[src/rtl/mac_rx_pkg.sv]
package mac_rx_pkg;
   // Register byte offsets on the slave bus; OFS_ENTRY_W1 is word 1 within a queue entry
   localparam logic [7:0] OFS_CTL = 8'h00;
   localparam logic [7:0] OFS_CFG = 8'h04;
   localparam logic [7:0] OFS_RBQP = 8'h18;
   localparam logic [7:0] OFS_RSR = 8'h20;
   localparam logic [7:0] OFS_HASH_HI = 8'h90;
   localparam logic [7:0] OFS_HASH_LO = 8'h94;
   localparam logic [7:0] OFS_SA_BASE = 8'h98;
   localparam logic [7:0] OFS_SA_LAST = 8'hB4;
   localparam logic [7:0] OFS_ENTRY_W1 = 8'h04;

   // Implemented bits and reset values
   localparam logic [31:0] CTL_MASK = 32'h0000_01FF;
   localparam logic [31:0] CFG_MASK = 32'h0000_1FFF;
   localparam logic [31:0] CTL_RST = 32'h0000_0000;
   localparam logic [31:0] CFG_RST = 32'h0000_0800;
   localparam logic [31:0] RBQP_RST = 32'h0000_0000;
   localparam logic [31:0] RBQP_MASK = 32'hFFFF_FFFC;

   // Field positions
   localparam int CTL_RE = 2;
   localparam int CTL_BP = 8;
   localparam int CFG_FD = 1;
   localparam int CFG_CAF = 4;
   localparam int CFG_NBC = 5;
   localparam int CFG_MTI = 6;
   localparam int CFG_UNI = 7;
   localparam int RSR_BNA = 0;
   localparam int W0_OWN = 0;
   localparam int W0_WRAP = 1;

   // Descriptor queue geometry
   localparam int QCNT_W = 10;
   localparam logic [9:0] QUEUE_LAST = 10'h3FF;
   localparam int LEN_W = 11;

   // Frame framing and filtering constants
   localparam logic [3:0] SFD_NIBBLE = 4'hD;
   localparam logic [10:0] DA_LAST_BYTE = 11'h005;
   localparam logic [47:0] BCAST_ADDR = 48'hFFFF_FFFF_FFFF;
   localparam logic [31:0] CRC_INIT = 32'hFFFF_FFFF;
   localparam logic [31:0] CRC_POLY = 32'hEDB8_8320;

   // Back-pressure jam: 64 bits sent as nibbles
   localparam int JAM_BITS = 64;
   localparam logic [4:0] JAM_NIBBLES = 5'(JAM_BITS / 4);
   localparam logic [63:0] JAM_PATTERN = 64'h5555_5555_5555_5555;

   typedef enum logic [2:0] {
      st_idle,
      st_fetch,
      st_recv,
      st_wr0,
      st_wr1,
      st_drop
   } desc_state_e;
endpackage : mac_rx_pkg

[src/rtl/mac_rx_address_filter_descq.sv]
module mac_rx_address_filter_descq (
   input wire logic clk,
   input wire logic rst_n,
   input wire logic [7:0] address,
   input wire logic read,
   input wire logic write,
   input wire logic [31:0] writedata,
   input wire logic [3:0] byteenable,
   output logic [31:0] readdata,
   output logic waitrequest,
   input wire logic rx_clk,
   input wire logic [3:0] rxd,
   input wire logic rx_dv,
   input wire logic rx_er,
   input wire logic tx_active,
   output logic jam_tx_en,
   output logic [3:0] jam_txd,
   output logic [31:0] dma_address,
   output logic dma_read,
   output logic dma_write,
   output logic [31:0] dma_writedata,
   input wire logic [31:0] dma_readdata,
   input wire logic dma_waitrequest,
   output logic store_frame,
   output logic local_match
);

   // Merge a write into a register under byte enables
   function automatic logic [31:0] be_merge(input logic [31:0] old, input logic [31:0] nw,
                                            input logic [3:0] be);
      logic [31:0] r;
      integer i;
      r = old;
      for (i = 0; i < 4; i++) begin
         if (be[i]) begin
            r[i*8 +: 8] = nw[i*8 +: 8];
         end
      end
      return r;
   endfunction : be_merge

   // Reflected CRC-32 over one byte, LSB first as on the wire
   function automatic logic [31:0] crc_byte(input logic [31:0] c, input logic [7:0] d);
      logic [31:0] r;
      integer i;
      r = c;
      for (i = 0; i < 8; i++) begin
         r = (r[0] ^ d[i]) ? ((r >> 1) ^ mac_rx_pkg::CRC_POLY) : (r >> 1);
      end
      return r;
   endfunction : crc_byte

   logic [31:0] ctl;
   logic [31:0] cfg;
   logic [31:0] rbqp;
   logic [31:0] hash_hi;
   logic [31:0] hash_lo;
   logic [31:0] sa_lo [4];
   logic [15:0] sa_hi [4];
   logic [3:0] sa_act;
   logic rsr_bna;
   logic [9:0] qcnt;
   mac_rx_pkg::desc_state_e state;
   logic [31:0] w0;
   logic [2:0] rxc_s;
   logic [3:0] rxd_s1;
   logic [3:0] rxd_s2;
   logic dv_s1;
   logic dv_s2;
   logic er_s1;
   logic er_s2;
   logic dv_d;
   logic in_frame;
   logic nib_hi;
   logic [3:0] low_nib;
   logic [10:0] byte_cnt;
   logic err_seen;
   logic [47:0] da;
   logic [31:0] crc;
   logic da_done;
   logic stored;
   logic bc_f;
   logic mh_f;
   logic uh_f;
   logic [3:0] sa_f;
   logic [4:0] jam_cnt;

   // Bus decode; each register is one aligned word
   wire req = read | write;
   wire wr_fire = write & ~waitrequest;
   wire [7:0] sa_rel = address - mac_rx_pkg::OFS_SA_BASE;
   wire sa_hit = (address >= mac_rx_pkg::OFS_SA_BASE) && (address <= mac_rx_pkg::OFS_SA_LAST)
                 && (address[1:0] == 2'h0);
   wire [1:0] sa_idx = sa_rel[4:3];
   wire sa_hi_sel = sa_rel[2];
   wire [31:0] qptr = rbqp | {19'h0, qcnt, 3'h0}; // Counter ORed into base
   wire [31:0] rsr_word = 32'(rsr_bna) << mac_rx_pkg::RSR_BNA;
   wire [31:0] sa_word = sa_hi_sel ? {16'h0, sa_hi[sa_idx]} : sa_lo[sa_idx];
   wire [31:0] sa_hi_new = be_merge({16'h0, sa_hi[sa_idx]}, writedata, byteenable);
   wire [31:0] rd_mux =
      (address == mac_rx_pkg::OFS_CTL) ? ctl :
      (address == mac_rx_pkg::OFS_CFG) ? cfg :
      (address == mac_rx_pkg::OFS_RBQP) ? qptr :
      (address == mac_rx_pkg::OFS_RSR) ? rsr_word :
      (address == mac_rx_pkg::OFS_HASH_HI) ? hash_hi :
      (address == mac_rx_pkg::OFS_HASH_LO) ? hash_lo :
      sa_hit ? sa_word : 32'h0; // Unmapped reads give zero
   wire wr_rbqp = wr_fire && (address == mac_rx_pkg::OFS_RBQP);
   wire wr_rsr = wr_fire && (address == mac_rx_pkg::OFS_RSR);

   // One wait cycle per access; the answer is ready by the second edge
   always_ff @(posedge clk or negedge rst_n) begin
      if (!rst_n) begin
         waitrequest <= 1'b1;
         readdata <= 32'h0;
      end else begin
         waitrequest <= ~(req & waitrequest);
         if (read & waitrequest) begin
            readdata <= rd_mux;
         end
      end
   end

   // Control, hash and queue base registers
   always_ff @(posedge clk or negedge rst_n) begin
      if (!rst_n) begin
         ctl <= mac_rx_pkg::CTL_RST;
         cfg <= mac_rx_pkg::CFG_RST;
         rbqp <= mac_rx_pkg::RBQP_RST;
         hash_hi <= 32'h0;
         hash_lo <= 32'h0;
      end else if (wr_fire) begin
         if (address == mac_rx_pkg::OFS_CTL) begin
            ctl <= be_merge(ctl, writedata, byteenable) & mac_rx_pkg::CTL_MASK;
         end
         if (address == mac_rx_pkg::OFS_CFG) begin
            cfg <= be_merge(cfg, writedata, byteenable) & mac_rx_pkg::CFG_MASK;
         end
         if (wr_rbqp) begin
            rbqp <= be_merge(rbqp, writedata, byteenable) & mac_rx_pkg::RBQP_MASK;
         end
         if (address == mac_rx_pkg::OFS_HASH_HI) begin
            hash_hi <= be_merge(hash_hi, writedata, byteenable);
         end
         if (address == mac_rx_pkg::OFS_HASH_LO) begin
            hash_lo <= be_merge(hash_lo, writedata, byteenable);
         end
      end
   end

   // Specific addresses: byte lane 3 of the first word is the first wire byte
   always_ff @(posedge clk or negedge rst_n) begin
      if (!rst_n) begin
         for (int i = 0; i < 4; i++) begin
            sa_lo[i] <= 32'h0;
            sa_hi[i] <= 16'h0;
         end
         sa_act <= 4'h0;
      end else if (wr_fire && sa_hit) begin
         if (!sa_hi_sel) begin
            sa_lo[sa_idx] <= be_merge(sa_lo[sa_idx], writedata, byteenable);
            if (byteenable[3]) begin
               sa_act[sa_idx] <= 1'b0;
            end
         end else begin
            sa_hi[sa_idx] <= sa_hi_new[15:0];
            if (byteenable[0]) begin
               sa_act[sa_idx] <= 1'b1;
            end
         end
      end
   end

   // Buffer-unavailable flag; a new event wins over a clear in the same cycle
   wire bna_set = (state == mac_rx_pkg::st_fetch) && !dma_waitrequest
                  && dma_readdata[mac_rx_pkg::W0_OWN];
   wire bna_clr = wr_rsr && byteenable[0] && writedata[mac_rx_pkg::RSR_BNA];
   always_ff @(posedge clk or negedge rst_n) begin
      if (!rst_n) begin
         rsr_bna <= 1'b0;
      end else begin
         rsr_bna <= bna_set | (rsr_bna & ~bna_clr);
      end
   end

   // Two-stage synchronisers for the PHY pins; rx_clk gets a third for edges
   always_ff @(posedge clk or negedge rst_n) begin
      if (!rst_n) begin
         rxc_s <= 3'h0;
         rxd_s1 <= 4'h0;
         rxd_s2 <= 4'h0;
         dv_s1 <= 1'b0;
         dv_s2 <= 1'b0;
         er_s1 <= 1'b0;
         er_s2 <= 1'b0;
      end else begin
         rxc_s <= {rxc_s[1:0], rx_clk};
         rxd_s1 <= rxd;
         rxd_s2 <= rxd_s1;
         dv_s1 <= rx_dv;
         dv_s2 <= dv_s1;
         er_s1 <= rx_er;
         er_s2 <= er_s1;
      end
   end

   // Nibble stream events at each rising link edge; frame end needs no edge
   wire rx_rise = rxc_s[1] & ~rxc_s[2];
   wire dv_start = rx_rise & dv_s2 & ~dv_d;
   wire sfd_seen = rx_rise & dv_s2 & ~in_frame & (rxd_s2 == mac_rx_pkg::SFD_NIBBLE);
   wire byte_valid = rx_rise & dv_s2 & in_frame & nib_hi;
   wire frame_end = ~dv_s2 & in_frame; // No link edge needed: the PHY clock may stop
   wire [7:0] rx_byte = {rxd_s2, low_nib}; // Low nibble arrives first

   // Byte assembly; the first wire byte ends up in da[47:40]
   always_ff @(posedge clk or negedge rst_n) begin
      if (!rst_n) begin
         dv_d <= 1'b0;
         in_frame <= 1'b0;
         nib_hi <= 1'b0;
         low_nib <= 4'h0;
         byte_cnt <= 11'h0;
         err_seen <= 1'b0;
         da <= 48'h0;
         crc <= mac_rx_pkg::CRC_INIT;
         da_done <= 1'b0;
      end else begin
         da_done <= byte_valid && (byte_cnt == mac_rx_pkg::DA_LAST_BYTE);
         if (rx_rise || !dv_s2) begin
            dv_d <= dv_s2; // Cleared without an edge so the next frame still jams
         end
         if (sfd_seen) begin
            in_frame <= 1'b1;
            nib_hi <= 1'b0;
            byte_cnt <= 11'h0;
            err_seen <= 1'b0;
            crc <= mac_rx_pkg::CRC_INIT;
         end else if (frame_end) begin
            in_frame <= 1'b0;
         end else if (rx_rise && dv_s2 && in_frame) begin
            nib_hi <= ~nib_hi;
            err_seen <= err_seen | er_s2;
            if (!nib_hi) begin
               low_nib <= rxd_s2;
            end else begin
               byte_cnt <= 11'(byte_cnt + 11'h1);
               if (byte_cnt <= mac_rx_pkg::DA_LAST_BYTE) begin
                  da <= {da[39:0], rx_byte};
                  crc <= crc_byte(crc, rx_byte);
               end
            end
         end
      end
   end

   // Address filter; only the destination field is looked at, never the source
   wire [63:0] hash_tab = {hash_hi, hash_lo};
   wire [5:0] hash_idx = crc[5:0];
   wire hash_bit = hash_tab[hash_idx];
   wire is_mc = da[40];
   wire [3:0] sa_m;
   genvar g;
   generate
      for (g = 0; g < 4; g++) begin : g_sa
         assign sa_m[g] = sa_act[g] && (da == {sa_lo[g], sa_hi[g]});
      end
   endgenerate
   wire bc_m = (da == mac_rx_pkg::BCAST_ADDR) & ~cfg[mac_rx_pkg::CFG_NBC];
   wire mh_m = is_mc & hash_bit & cfg[mac_rx_pkg::CFG_MTI];
   wire uh_m = ~is_mc & hash_bit & cfg[mac_rx_pkg::CFG_UNI];
   wire caf_m = cfg[mac_rx_pkg::CFG_CAF];
   wire blocked = tx_active & ~cfg[mac_rx_pkg::CFG_FD];
   wire any_m = (|sa_m) | bc_m | mh_m | uh_m | caf_m;
   wire accept = any_m & ~blocked & ctl[mac_rx_pkg::CTL_RE];

   // Decision is taken once, the cycle after the sixth address byte
   always_ff @(posedge clk or negedge rst_n) begin
      if (!rst_n) begin
         store_frame <= 1'b0;
         local_match <= 1'b0;
         stored <= 1'b0;
         bc_f <= 1'b0;
         mh_f <= 1'b0;
         uh_f <= 1'b0;
         sa_f <= 4'h0;
      end else begin
         store_frame <= da_done & accept;
         local_match <= da_done & (|sa_m) & ~blocked;
         if (sfd_seen) begin
            stored <= 1'b0;
         end else if (da_done) begin
            stored <= accept && (state == mac_rx_pkg::st_recv);
            bc_f <= bc_m;
            mh_f <= mh_m;
            uh_f <= uh_m;
            sa_f <= sa_m;
         end
      end
   end

   // Status word: causes, reserved zeros, length including FCS
   wire [31:0] word1 = {bc_f, mh_f, uh_f, 1'b0, 1'b0, sa_f, 12'h0, byte_cnt};
   wire [31:0] word0_done = w0 | (32'h1 << mac_rx_pkg::W0_OWN);
   wire wrap_now = w0[mac_rx_pkg::W0_WRAP] || (qcnt == mac_rx_pkg::QUEUE_LAST);

   // Descriptor manager; a frame ending during the fetch is not recorded
   always_ff @(posedge clk or negedge rst_n) begin
      if (!rst_n) begin
         state <= mac_rx_pkg::st_idle;
         dma_address <= 32'h0;
         dma_read <= 1'b0;
         dma_write <= 1'b0;
         dma_writedata <= 32'h0;
         w0 <= 32'h0;
         qcnt <= 10'h0;
      end else begin
         case (state)
            mac_rx_pkg::st_idle: begin
               if (sfd_seen && ctl[mac_rx_pkg::CTL_RE]) begin
                  dma_address <= qptr;
                  dma_read <= 1'b1;
                  state <= mac_rx_pkg::st_fetch;
               end
            end
            mac_rx_pkg::st_fetch: begin
               if (!dma_waitrequest) begin
                  dma_read <= 1'b0;
                  w0 <= dma_readdata;
                  if (dma_readdata[mac_rx_pkg::W0_OWN]) begin
                     state <= mac_rx_pkg::st_drop;
                  end else begin
                     state <= mac_rx_pkg::st_recv;
                  end
               end
            end
            mac_rx_pkg::st_recv: begin
               if (frame_end) begin
                  if (stored && !err_seen) begin
                     dma_address <= qptr;
                     dma_writedata <= word0_done;
                     dma_write <= 1'b1;
                     state <= mac_rx_pkg::st_wr0;
                  end else begin
                     state <= mac_rx_pkg::st_idle; // Buffer recovered
                  end
               end
            end
            mac_rx_pkg::st_wr0: begin
               if (!dma_waitrequest) begin
                  dma_address <= 32'(qptr + {24'h0, mac_rx_pkg::OFS_ENTRY_W1});
                  dma_writedata <= word1;
                  state <= mac_rx_pkg::st_wr1;
               end
            end
            mac_rx_pkg::st_wr1: begin
               if (!dma_waitrequest) begin
                  dma_write <= 1'b0;
                  qcnt <= wrap_now ? 10'h0 : 10'(qcnt + 10'h1);
                  state <= mac_rx_pkg::st_idle;
               end
            end
            mac_rx_pkg::st_drop: begin
               if (frame_end) begin
                  state <= mac_rx_pkg::st_idle; // Entry reread on the next frame
               end
            end
            default: begin
               state <= mac_rx_pkg::st_idle;
            end
         endcase
         if (wr_rbqp) begin
            qcnt <= 10'h0; // New base restarts the queue
         end
      end
   end

   // Back-pressure jam, one nibble per link clock; lasts 16 link periods
   always_ff @(posedge clk or negedge rst_n) begin
      if (!rst_n) begin
         jam_tx_en <= 1'b0;
         jam_txd <= 4'h0;
         jam_cnt <= 5'h0;
      end else if (!jam_tx_en) begin
         if (dv_start && ctl[mac_rx_pkg::CTL_BP] && !cfg[mac_rx_pkg::CFG_FD]) begin
            jam_tx_en <= 1'b1;
            jam_txd <= mac_rx_pkg::JAM_PATTERN[3:0];
            jam_cnt <= 5'h1;
         end
      end else if (!dv_s2) begin
         jam_tx_en <= 1'b0; // Link clock may stop once the frame is gone
         jam_txd <= 4'h0;
      end else if (rx_rise) begin
         if (jam_cnt == mac_rx_pkg::JAM_NIBBLES) begin
            jam_tx_en <= 1'b0;
            jam_txd <= 4'h0;
         end else begin
            jam_txd <= mac_rx_pkg::JAM_PATTERN[{jam_cnt[3:0], 2'b00} +: 4];
            jam_cnt <= 5'(jam_cnt + 5'h1);
         end
      end
   end

   // Checks on the block's own behaviour
   property p_jam_cause;
      @(posedge clk) disable iff (!rst_n)
      $rose(jam_tx_en) |-> $past(ctl[mac_rx_pkg::CTL_BP]) && !$past(cfg[mac_rx_pkg::CFG_FD]);
   endproperty
   a_jam_cause: assert property (p_jam_cause) else $error("jam without backpressure");

   property p_jam_len;
      @(posedge clk) disable iff (!rst_n)
      jam_tx_en |-> jam_cnt <= mac_rx_pkg::JAM_NIBBLES;
   endproperty
   a_jam_len: assert property (p_jam_len) else $error("jam longer than 64 bits");

   property p_rbqp_read;
      @(posedge clk) disable iff (!rst_n)
      (read && waitrequest && address == mac_rx_pkg::OFS_RBQP) |=> readdata == $past(qptr);
   endproperty
   a_rbqp_read: assert property (p_rbqp_read) else $error("queue pointer read wrong");

   property p_wrap;
      @(posedge clk) disable iff (!rst_n)
      (state == mac_rx_pkg::st_wr1 && !dma_waitrequest && !wr_rbqp && wrap_now) |=> qcnt == 0;
   endproperty
   a_wrap: assert property (p_wrap) else $error("queue did not wrap");

   property p_bna;
      @(posedge clk) disable iff (!rst_n)
      bna_set |=> rsr_bna && state == mac_rx_pkg::st_drop;
   endproperty
   a_bna: assert property (p_bna) else $error("owned entry not refused");

   property p_w0_own;
      @(posedge clk) disable iff (!rst_n)
      (state == mac_rx_pkg::st_wr0 && dma_write && !dma_waitrequest) |->
         dma_writedata[mac_rx_pkg::W0_OWN] ##1 dma_address == $past(dma_address) + 32'h4;
   endproperty
   a_w0_own: assert property (p_w0_own) else $error("word 0 update wrong");

   property p_w1_resv;
      @(posedge clk) disable iff (!rst_n)
      state == mac_rx_pkg::st_wr1 |-> dma_writedata[22:11] == 12'h0
         && dma_writedata[28:27] == 2'h0;
   endproperty
   a_w1_resv: assert property (p_w1_resv) else $error("reserved status bits set");

   property p_half_block;
      @(posedge clk) disable iff (!rst_n)
      (da_done && blocked) |=> !store_frame;
   endproperty
   a_half_block: assert property (p_half_block) else $error("stored while transmitting");

   property p_bcast;
      @(posedge clk) disable iff (!rst_n)
      (da_done && da == mac_rx_pkg::BCAST_ADDR && !cfg[mac_rx_pkg::CFG_NBC] && !blocked
       && ctl[mac_rx_pkg::CTL_RE]) |=> store_frame;
   endproperty
   a_bcast: assert property (p_bcast) else $error("broadcast not stored");

   property p_caf;
      @(posedge clk) disable iff (!rst_n)
      (da_done && caf_m && !blocked && ctl[mac_rx_pkg::CTL_RE]) |=> store_frame;
   endproperty
   a_caf: assert property (p_caf) else $error("copy-all not stored");

   property p_sa_deact;
      @(posedge clk) disable iff (!rst_n)
      (wr_fire && sa_hit && !sa_hi_sel && byteenable[3]) |=> !sa_act[$past(sa_idx)];
   endproperty
   a_sa_deact: assert property (p_sa_deact) else $error("address not deactivated");

   c_frame_written: cover property (@(posedge clk) disable iff (!rst_n)
      state == mac_rx_pkg::st_wr1 && !dma_waitrequest);
   c_bna: cover property (@(posedge clk) disable iff (!rst_n) bna_set);
   c_jam: cover property (@(posedge clk) disable iff (!rst_n) $fell(jam_tx_en));
   c_local: cover property (@(posedge clk) disable iff (!rst_n) local_match);
endmodule : mac_rx_address_filter_descq

[config.mk]
export PLATFORM = sky130hd
export DESIGN_NAME = mac_rx_address_filter_descq
export DESIGN_NICKNAME = d
export VERILOG_FILES = /design/src/rtl/mac_rx_pkg.sv /design/src/rtl/mac_rx_address_filter_descq.sv
export SDC_FILE = /design/constraint.sdc
export NUM_CORES = 1
export LEC_CHECK = 0
export ABC_CLOCK_PERIOD_IN_PS = 2200
export BUFFER_PORTS_ARGS = -buffer_cell sky130_fd_sc_hd__buf_2
export CAP_MARGIN = 20
export CELL_PAD_IN_SITES_DETAIL_PLACEMENT = 1
export CELL_PAD_IN_SITES_GLOBAL_PLACEMENT = 2
export CORE_MARGIN = 10
export CORE_UTILIZATION = 37
export CTS_CLUSTER_SIZE = 12
export DETAILED_ROUTE_END_ITERATION = 10
export HOLD_SLACK_MARGIN = 0.08
export PLACE_DENSITY_LB_ADDON = 0.1
export SYNTH_ARGS = -nofsm -noshare
export SYNTH_HDL_FRONTEND = slang
export SYNTH_SLANG_ARGS = --single-unit
[constraint.sdc]
create_clock -name clk -period 2.2 [get_ports clk]
set_input_delay 0.66 -clock clk [delete_from_list [all_inputs] [get_ports clk]]
set_output_delay 0.66 -clock clk [all_outputs]
set_load 0.1 [all_outputs]
; ---- Word-level counts from Yosys, hierarchy flattened
; Index checks and enable logic that the tools add are counted.
[totals]
register_bits = 592
inputBits = 89
out_inout_bits = 106
elab_cells = 365
[classes]
add_sub_neg = 5
order_cmp = 8
n_eq_ne = 33
n_shift = 1
n_mux = 111
bitwise_logic = 67
n_reduce_logical = 79
[op_table]
columns = op, n
row1 = 32-bit two-way mux, 31
row2 = 48-bit equality test, 4
row3 = 128-bit bitwise mux, 1
row4 = 8-bit two-way mux, 14
row5 = 13-bit inverter with 14-bit output, 8
row6 = 32-bit one-hot mux with 3 select lines, 1
row7 = 32-bit binary-select mux with 2-bit select, 1
row8 = 64-bit bitwise mux, 1
row9 = 32-bit demux with 2-bit select, 1
row10 = 32-bit one-hot mux with 2 select lines, 1
row11 = "64-bit by 7-bit variable part select with 4-bit output, first input constant", 1
row12 = 3-bit AND reduction, 19
row13 = "48-bit equality test, second input constant", 1
row14 = 16-bit two-way mux, 3
row15 = 11-bit two-way mux, 4
row16 = 10-bit two-way mux, 4
row17 = "32-bit by 3-bit adder with 32-bit output, second input constant", 1
row18 = 16-bit binary-select mux with 2-bit select, 1
row19 = 16-bit demux with 2-bit select, 1
row20 = 4-bit two-way mux, 8
row21 = 32-bit by 13-bit bitwise OR with 32-bit output, 1
row22 = 5-bit two-way mux, 5
row23 = 1-bit AND, 23
row24 = 1-bit logical AND, 23
row25 = other kinds (52), 146

; ---- Logic depth before layout (Yosys ltp)
[logic_depth]
word_depth = 21
depth_mapped = 13
depth_no_buf = 9

; ---- Least setup slack after synthesis
; No wires, ideal clock.
[synth_path]
kind = input port to flip-flop
start = input address[3]
end = register readdata[9]
setup_ps = 132
t_arrival_ps = 2950
t_required_ps = 2068
setup_slack_ps = -882
stages = 12
n_path_buf = 4
cell_sequence = buf_4 buf_6 buf_6 inv_1 ha_1 clkbuf_1 mux4_2 mux2_2 a221oi_1 a21oi_1 a211oi_1 o21ai_1
[synth_between]
elab_chain_cells = 13
elab_cells_between_ends = 26
classes_between = 1 x add/sub / 2 x order compare / 5 x eq/ne / 14 x mux / 1 x bitwise / 3 x reduce/logical
[synth_lines]
columns = item, line_no
row1 = from (decl), mac_rx_address_filter_descq.sv:4  ; input wire logic [7:0] address,
row2 = 5-bit subtractor, mac_rx_address_filter_descq.sv:91  ; wire [7:0] sa_rel = address - mac_rx_pkg::OFS_SA_BASE;
row3 = 2-bit inverter with 3-bit output (implied by the code), mac_rx_address_filter_descq.sv:98  ; wire [31:0] sa_word = sa_hi_sel ? {16'h0, sa_hi[sa_idx]} : sa_lo[sa_idx];
row4 = 32-bit binary-select mux with 2-bit select / 16-bit binary-select mux with 2-bit select (equally long branches), mac_rx_address_filter_descq.sv:98
row5 = 32-bit two-way mux (implied by the code) / 16-bit two-way mux (equally long branches) (2 in series), mac_rx_address_filter_descq.sv:98
row6 = 32-bit two-way mux, mac_rx_address_filter_descq.sv:98
row7 = 32-bit two-way mux, mac_rx_address_filter_descq.sv:107  ; sa_hit ? sa_word : 32'h0;
row8 = 32-bit two-way mux, mac_rx_address_filter_descq.sv:106  ; (address == mac_rx_pkg::OFS_HASH_LO) ? hash_lo :
row9 = 32-bit two-way mux, mac_rx_address_filter_descq.sv:105  ; (address == mac_rx_pkg::OFS_HASH_HI) ? hash_hi :
row10 = 32-bit two-way mux, mac_rx_address_filter_descq.sv:104  ; (address == mac_rx_pkg::OFS_RSR) ? rsr_word :
row11 = 32-bit two-way mux, mac_rx_address_filter_descq.sv:103  ; (address == mac_rx_pkg::OFS_RBQP) ? qptr :
row12 = 32-bit two-way mux, mac_rx_address_filter_descq.sv:102  ; (address == mac_rx_pkg::OFS_CFG) ? cfg :
row13 = 32-bit two-way mux (*), mac_rx_address_filter_descq.sv:101  ; (address == mac_rx_pkg::OFS_CTL) ? ctl :
row14 = to (signal assigned), mac_rx_address_filter_descq.sv:119  ; readdata <= rd_mux;
row15 = to (decl), mac_rx_address_filter_descq.sv:9  ; output logic [31:0] readdata,
; Every way passes the cells marked *; elsewhere a longest branch is shown, timed or not. The select of a mux whose other input is x is not followed.
; A chain may end at the register's enable or synchronous reset.

; ---- Worst setup path after layout
[layout_path]
start = register crc[0]
end = register stored
[layout_between]
elab_chain_cells = 12
elab_cells_between_ends = 14
classes_between = 4 x mux / 9 x bitwise / 1 x reduce/logical
[layout_lines]
columns = item, line_no
row1 = from (decl), mac_rx_address_filter_descq.sv:79  ; logic [31:0] crc;
row2 = from (signal assigned), mac_rx_address_filter_descq.sv:225  ; crc <= mac_rx_pkg::CRC_INIT;
row3 = from (signal assigned), mac_rx_address_filter_descq.sv:237  ; crc <= mac_rx_pkg::CRC_INIT;
row4 = from (signal assigned), mac_rx_address_filter_descq.sv:249  ; crc <= crc_byte(crc, rx_byte);
row5 = 1-bit binary-select mux with 6-bit select (*), mac_rx_address_filter_descq.sv:259  ; wire hash_bit = hash_tab[hash_idx];
row6 = 1-bit two-way mux (implied by the code) (*), mac_rx_address_filter_descq.sv:259
row7 = 1-bit AND (2 in series), mac_rx_address_filter_descq.sv:269  ; wire mh_m = is_mc & hash_bit & cfg[mac_rx_pkg::CFG_MTI];
row8 = 1-bit bitwise OR, mac_rx_address_filter_descq.sv:273  ; wire any_m = (|sa_m) | bc_m | mh_m | uh_m | caf_m;
row9 = 1-bit bitwise OR (*) (2 in series), mac_rx_address_filter_descq.sv:273
row10 = 1-bit AND (*) (2 in series), mac_rx_address_filter_descq.sv:274  ; wire accept = any_m & ~blocked & ctl[mac_rx_pkg::CTL_RE];
row11 = 1-bit logical AND (*), mac_rx_address_filter_descq.sv:292  ; stored <= accept && (state == mac_rx_pkg::st_recv);
row12 = 1-bit two-way mux (*), mac_rx_address_filter_descq.sv:291  ; end else if (da_done) begin
row13 = 1-bit two-way mux (*), mac_rx_address_filter_descq.sv:289  ; if (sfd_seen) begin
row14 = to (signal assigned), mac_rx_address_filter_descq.sv:292
row15 = to (decl), mac_rx_address_filter_descq.sv:81  ; logic stored;
; Marked as above.

==> impl_metrics.py <==
metrics = {
    "status": {
        "outcome": "finished with violations",
        "violations": "setup timing",
    },
    "placed_design": {
        "place.gp.congestion": 0.970,
        "place_hpwl_microns": 87400,
        "pre_cts_ws_ns": -0.586,
        "portBuffers": 190,
    },
    "sta": {
        "finalCriticalPeriod_ns": 2.43,
        "relSlewSlack": 0.620,
        "rsz0062_at_grt": "true",
        "tightest_slew_ns": 0.566,
        "fin_skew_ns": 0.0316,
        "fmax_ghz": 0.412,
        "setup_viol": 7,
        "fin_ws_ns": -0.227,
        "hold_violations": 0,
        "holdWs_ns": 0.156,
        "finalMaxSlewViolations": 0,
        "final.period_utilization": 1.10,
    },
    "worst_setup_path": {
        "cp-start-kind": "flip-flop",
        "critPathMaxFanout": 7,
        "crit_type": "flip-flop to flip-flop",
        "required_ns": 2.68,
        "setup.worst_path.end_class": "flip-flop",
        "crit_arrival_ns": 2.90,
    },
    "power": {
        "seq_power_share": 0.365,
        "combPwrFrac": 0.291,
        "p_sw_frac": 0.369,
        "pwr-share-clk": 0.343,
        "vdd_drop_max_uv": 609,
        "switchingPower_mw": 12.8,
        "p_leak_nw": 17.6,
        "internal_power_mw": 22.0,
        "p_per_area_mw_per_mm2": 919,
    },
    "synthesis": {
        "synthesis.area_sq_mm": 0.0291,
        "synth-edff-count": 0,
        "yosysTopAreaCell": "dfrtp_1",
        "syn_avg_cell_area_sq_um": 10.7,
        "synth_area_leaders": "dfrtp_1, nand2_1, mux2_2",
        "yosysTopAreaCellShare": 0.474,
        "synthTopCellsByCount": "dfrtp_1, nand2_1, o21ai_0",
        "syn_inst": 2734,
        "synth-async-reset-ratio": 1.00,
        "synth_ff_type": "dfrtp_1",
        "seq_area_frac_synth": 0.505,
        "yosysMostFrequentCell": "dfrtp_1",
        "ys_types": 81,
        "ys_seq_elements": 586,
        "yosysWarnings": 0,
    },
    "floorplanning": {
        "pin_count": 195,
        "die_area_sq_mm": 0.0904,
        "die_w_microns": 301,
        "num_rows": 102,
        "core_area_sq_mm": 0.0777,
        "die_h_microns": 301,
        "initial_core_util": 0.375,
    },
    "layout": {
        "layout-drive-gt1-share": 0.347,
        "seq_area_sq_mm": 0.0147,
        "nets": 3367,
        "multi_input_area_sq_mm": 0.0142,
        "final_util": 0.488,
        "fillers": 8365,
        "syn2layout_area_growth_pct": 30.1,
    },
    "drt": {
        "drt-pass1-iter-count": 5,
        "wl_per_cell_microns": 26.5,
        "drt-vias-per-instance": 5.43,
        "drt-total-wl_microns": 116000,
        "drt_iter0_drc": 1579,
        "vias": 23700,
        "ant_nets": 0,
        "drc": 0,
    },
    "clocking": {
        "h-tree-depth": 3,
        "numCtsBuffers": 71,
        "cts_tree": "yes",
        "clk_pin_slew_ns": 0.06,
        "cts_sinks": 586,
        "cts_root_buf": "clkbuf_16",
        "clk_latency_ns": 0.63,
        "cts.path.max_buffers": 3,
    },
    "global_route": {
        "grt_pass1_vias": 25500,
        "grt_pass1_wl_microns": 173000,
        "antenna_found_initial": 6,
        "grt_usage": 0.253,
        "grt-ovfl-total": 0,
        "grt_max_degree": 76,
    },
    "run": {
        "maxCapViolations": 0,
    },
    "hold_path": {
        "min_path_type": "primary input to flip-flop",
    },
}
-- cells by family (layout without fill, tap and decap cells) --
group	Yosys count	count (layout)	synth area share
and+or+nand+nor	784	784	0.122
DFF	586	586	0.505
AOI/OAI and AO/OA	536	536	0.105
muxes	313	313	0.143
xor gates and xnor gates	276	276	0.0871
buffers and inverters	228	811	0.0332
adders and majority gates	10	10	0.00429
other	1	8	0.000129
-- worst max-delay path, stage by stage, from the launching register on --
cell      delay (ns)
dfstp_2         0.59
buf_12          0.17
mux4_1          0.59
mux2i_1         0.22
mux4_2          0.36
a21boi_4        0.10
a31oi_1         0.18
o21ai_1         0.08
-- final timing paths --
check / from / to / slack, ns / cells after the start
max: crc[0] / stored / -0.23 / 7
min: rx_clk / rxc_s[0] / 0.16 / 1
max reg2reg: crc[0] / stored / -0.23 / 7
min reg2reg: rxd_s1[2] / rxd_s2[2] / 0.35 / 0
max in group asynchronous: rst_n / da[7] / 0.78 / 3
min in group asynchronous: rst_n / dma_writedata[9] / 0.53 / 2
-- per-stage QoR --
step | cells | power [mW] | TNS (ns) | area, sq um
after floorplan | 2737 | 19.9 | -34.55 | 29400
after global placement | 4210 | 22.7 | -91.03 | 34600
after detailed placement | 4210 | 22.9 | -105.12 | 34600
after CTS | 4349 | 35.1 | -0.906 | 37400
after global routing | 4361 | 36.4 | -1.51 | 37900
final | 4364 | 34.8 | -0.955 | 37900
-- flip-flops by register name, summed over array words and instances, names as in the netlist, 3 cells and up, named ones only --
| name | count |
|---|---|
| sa_lo | 128 |
| sa_hi | 64 |
| da | 48 |
| crc | 32 |
| dma_writedata | 32 |
| hash_hi | 32 |
| hash_lo | 32 |
| readdata | 32 |
| w0 | 31 |
| dma_address | 30 |
| rbqp | 30 |
| cfg | 13 |
| byte_cnt | 11 |
| qcnt | 10 |
| ctl | 9 |
| jam_cnt | 5 |
| low_nib | 4 |
| rxd_s1 | 4 |
| rxd_s2 | 4 |
| sa_f | 4 |
| rxc_s | 3 |
| state | 3 |
-- timing repair --
action,in CTS,in global routing
hold buffers,1,0
resized for setup,67,86
gates cloned,1,2
pin swaps,25,44
endpoints found under the setup margin,37,45
buffers inserted,13,12
hold endpoints to repair,7,0
-- routing by layer --
metal / share of wire / up-vias / GRT usage
li1: - / 10700 / -
met1: 0.44 / 12200 / 0.344
met2: 0.47 / 622 / 0.410
met3: 0.053 / 165 / 0.0352
met4: 0.032 / 0 / 0.0853
met5: 0 / - / 0
-- power groups by stage --
stage | Combinational [mW] | Clock [mW] | Sequential (mW)
final | 10.1 | 12.0 | 12.7
after global routing | 10.8 | 12.8 | 12.9
after CTS | 10.1 | 12.2 | 12.7
after detailed placement | 9.92 | 0 | 12.9
after global placement | 9.82 | 0 | 12.9
after floorplan | 3.44 | 0 | 16.5
-- cell type report --
| type | count | area share |
|---|---|---|
| Antenna cell | 4 | 0.000264 |
| Clock buffer | 102 | 0.0547 |
| Clock inverter | 23 | 0.00707 |
| Inverter | 39 | 0.00400 |
| Multi-Input combinational cell | 1923 | 0.375 |
| Sequential cell | 586 | 0.389 |
| Tap cell | 1040 | 0.0343 |
| Timing Repair Buffer | 647 | 0.136 |
-- cells in the final DEF, fill, tap and decap left out, types with 71 or more instances in the layout --
| cell type | Yosys | layout |
|---|---|---|
| a21oi_1 | 77 | 74 |
| buf_2 | 34 | 179 |
| buf_4 | 12 | 395 |
| clkbuf_16 | 0 | 73 |
| dfrtp_1 | 552 | 533 |
| mux2_2 | 131 | 128 |
| nand2_1 | 480 | 478 |
| nor2_1 | 75 | 71 |
| o21ai_0 | 248 | 190 |
| o21ai_1 | 88 | 143 |
| xnor2_1 | 152 | 131 |
| xor2_1 | 111 | 108 |
Power figures use the tool's default switching activity.
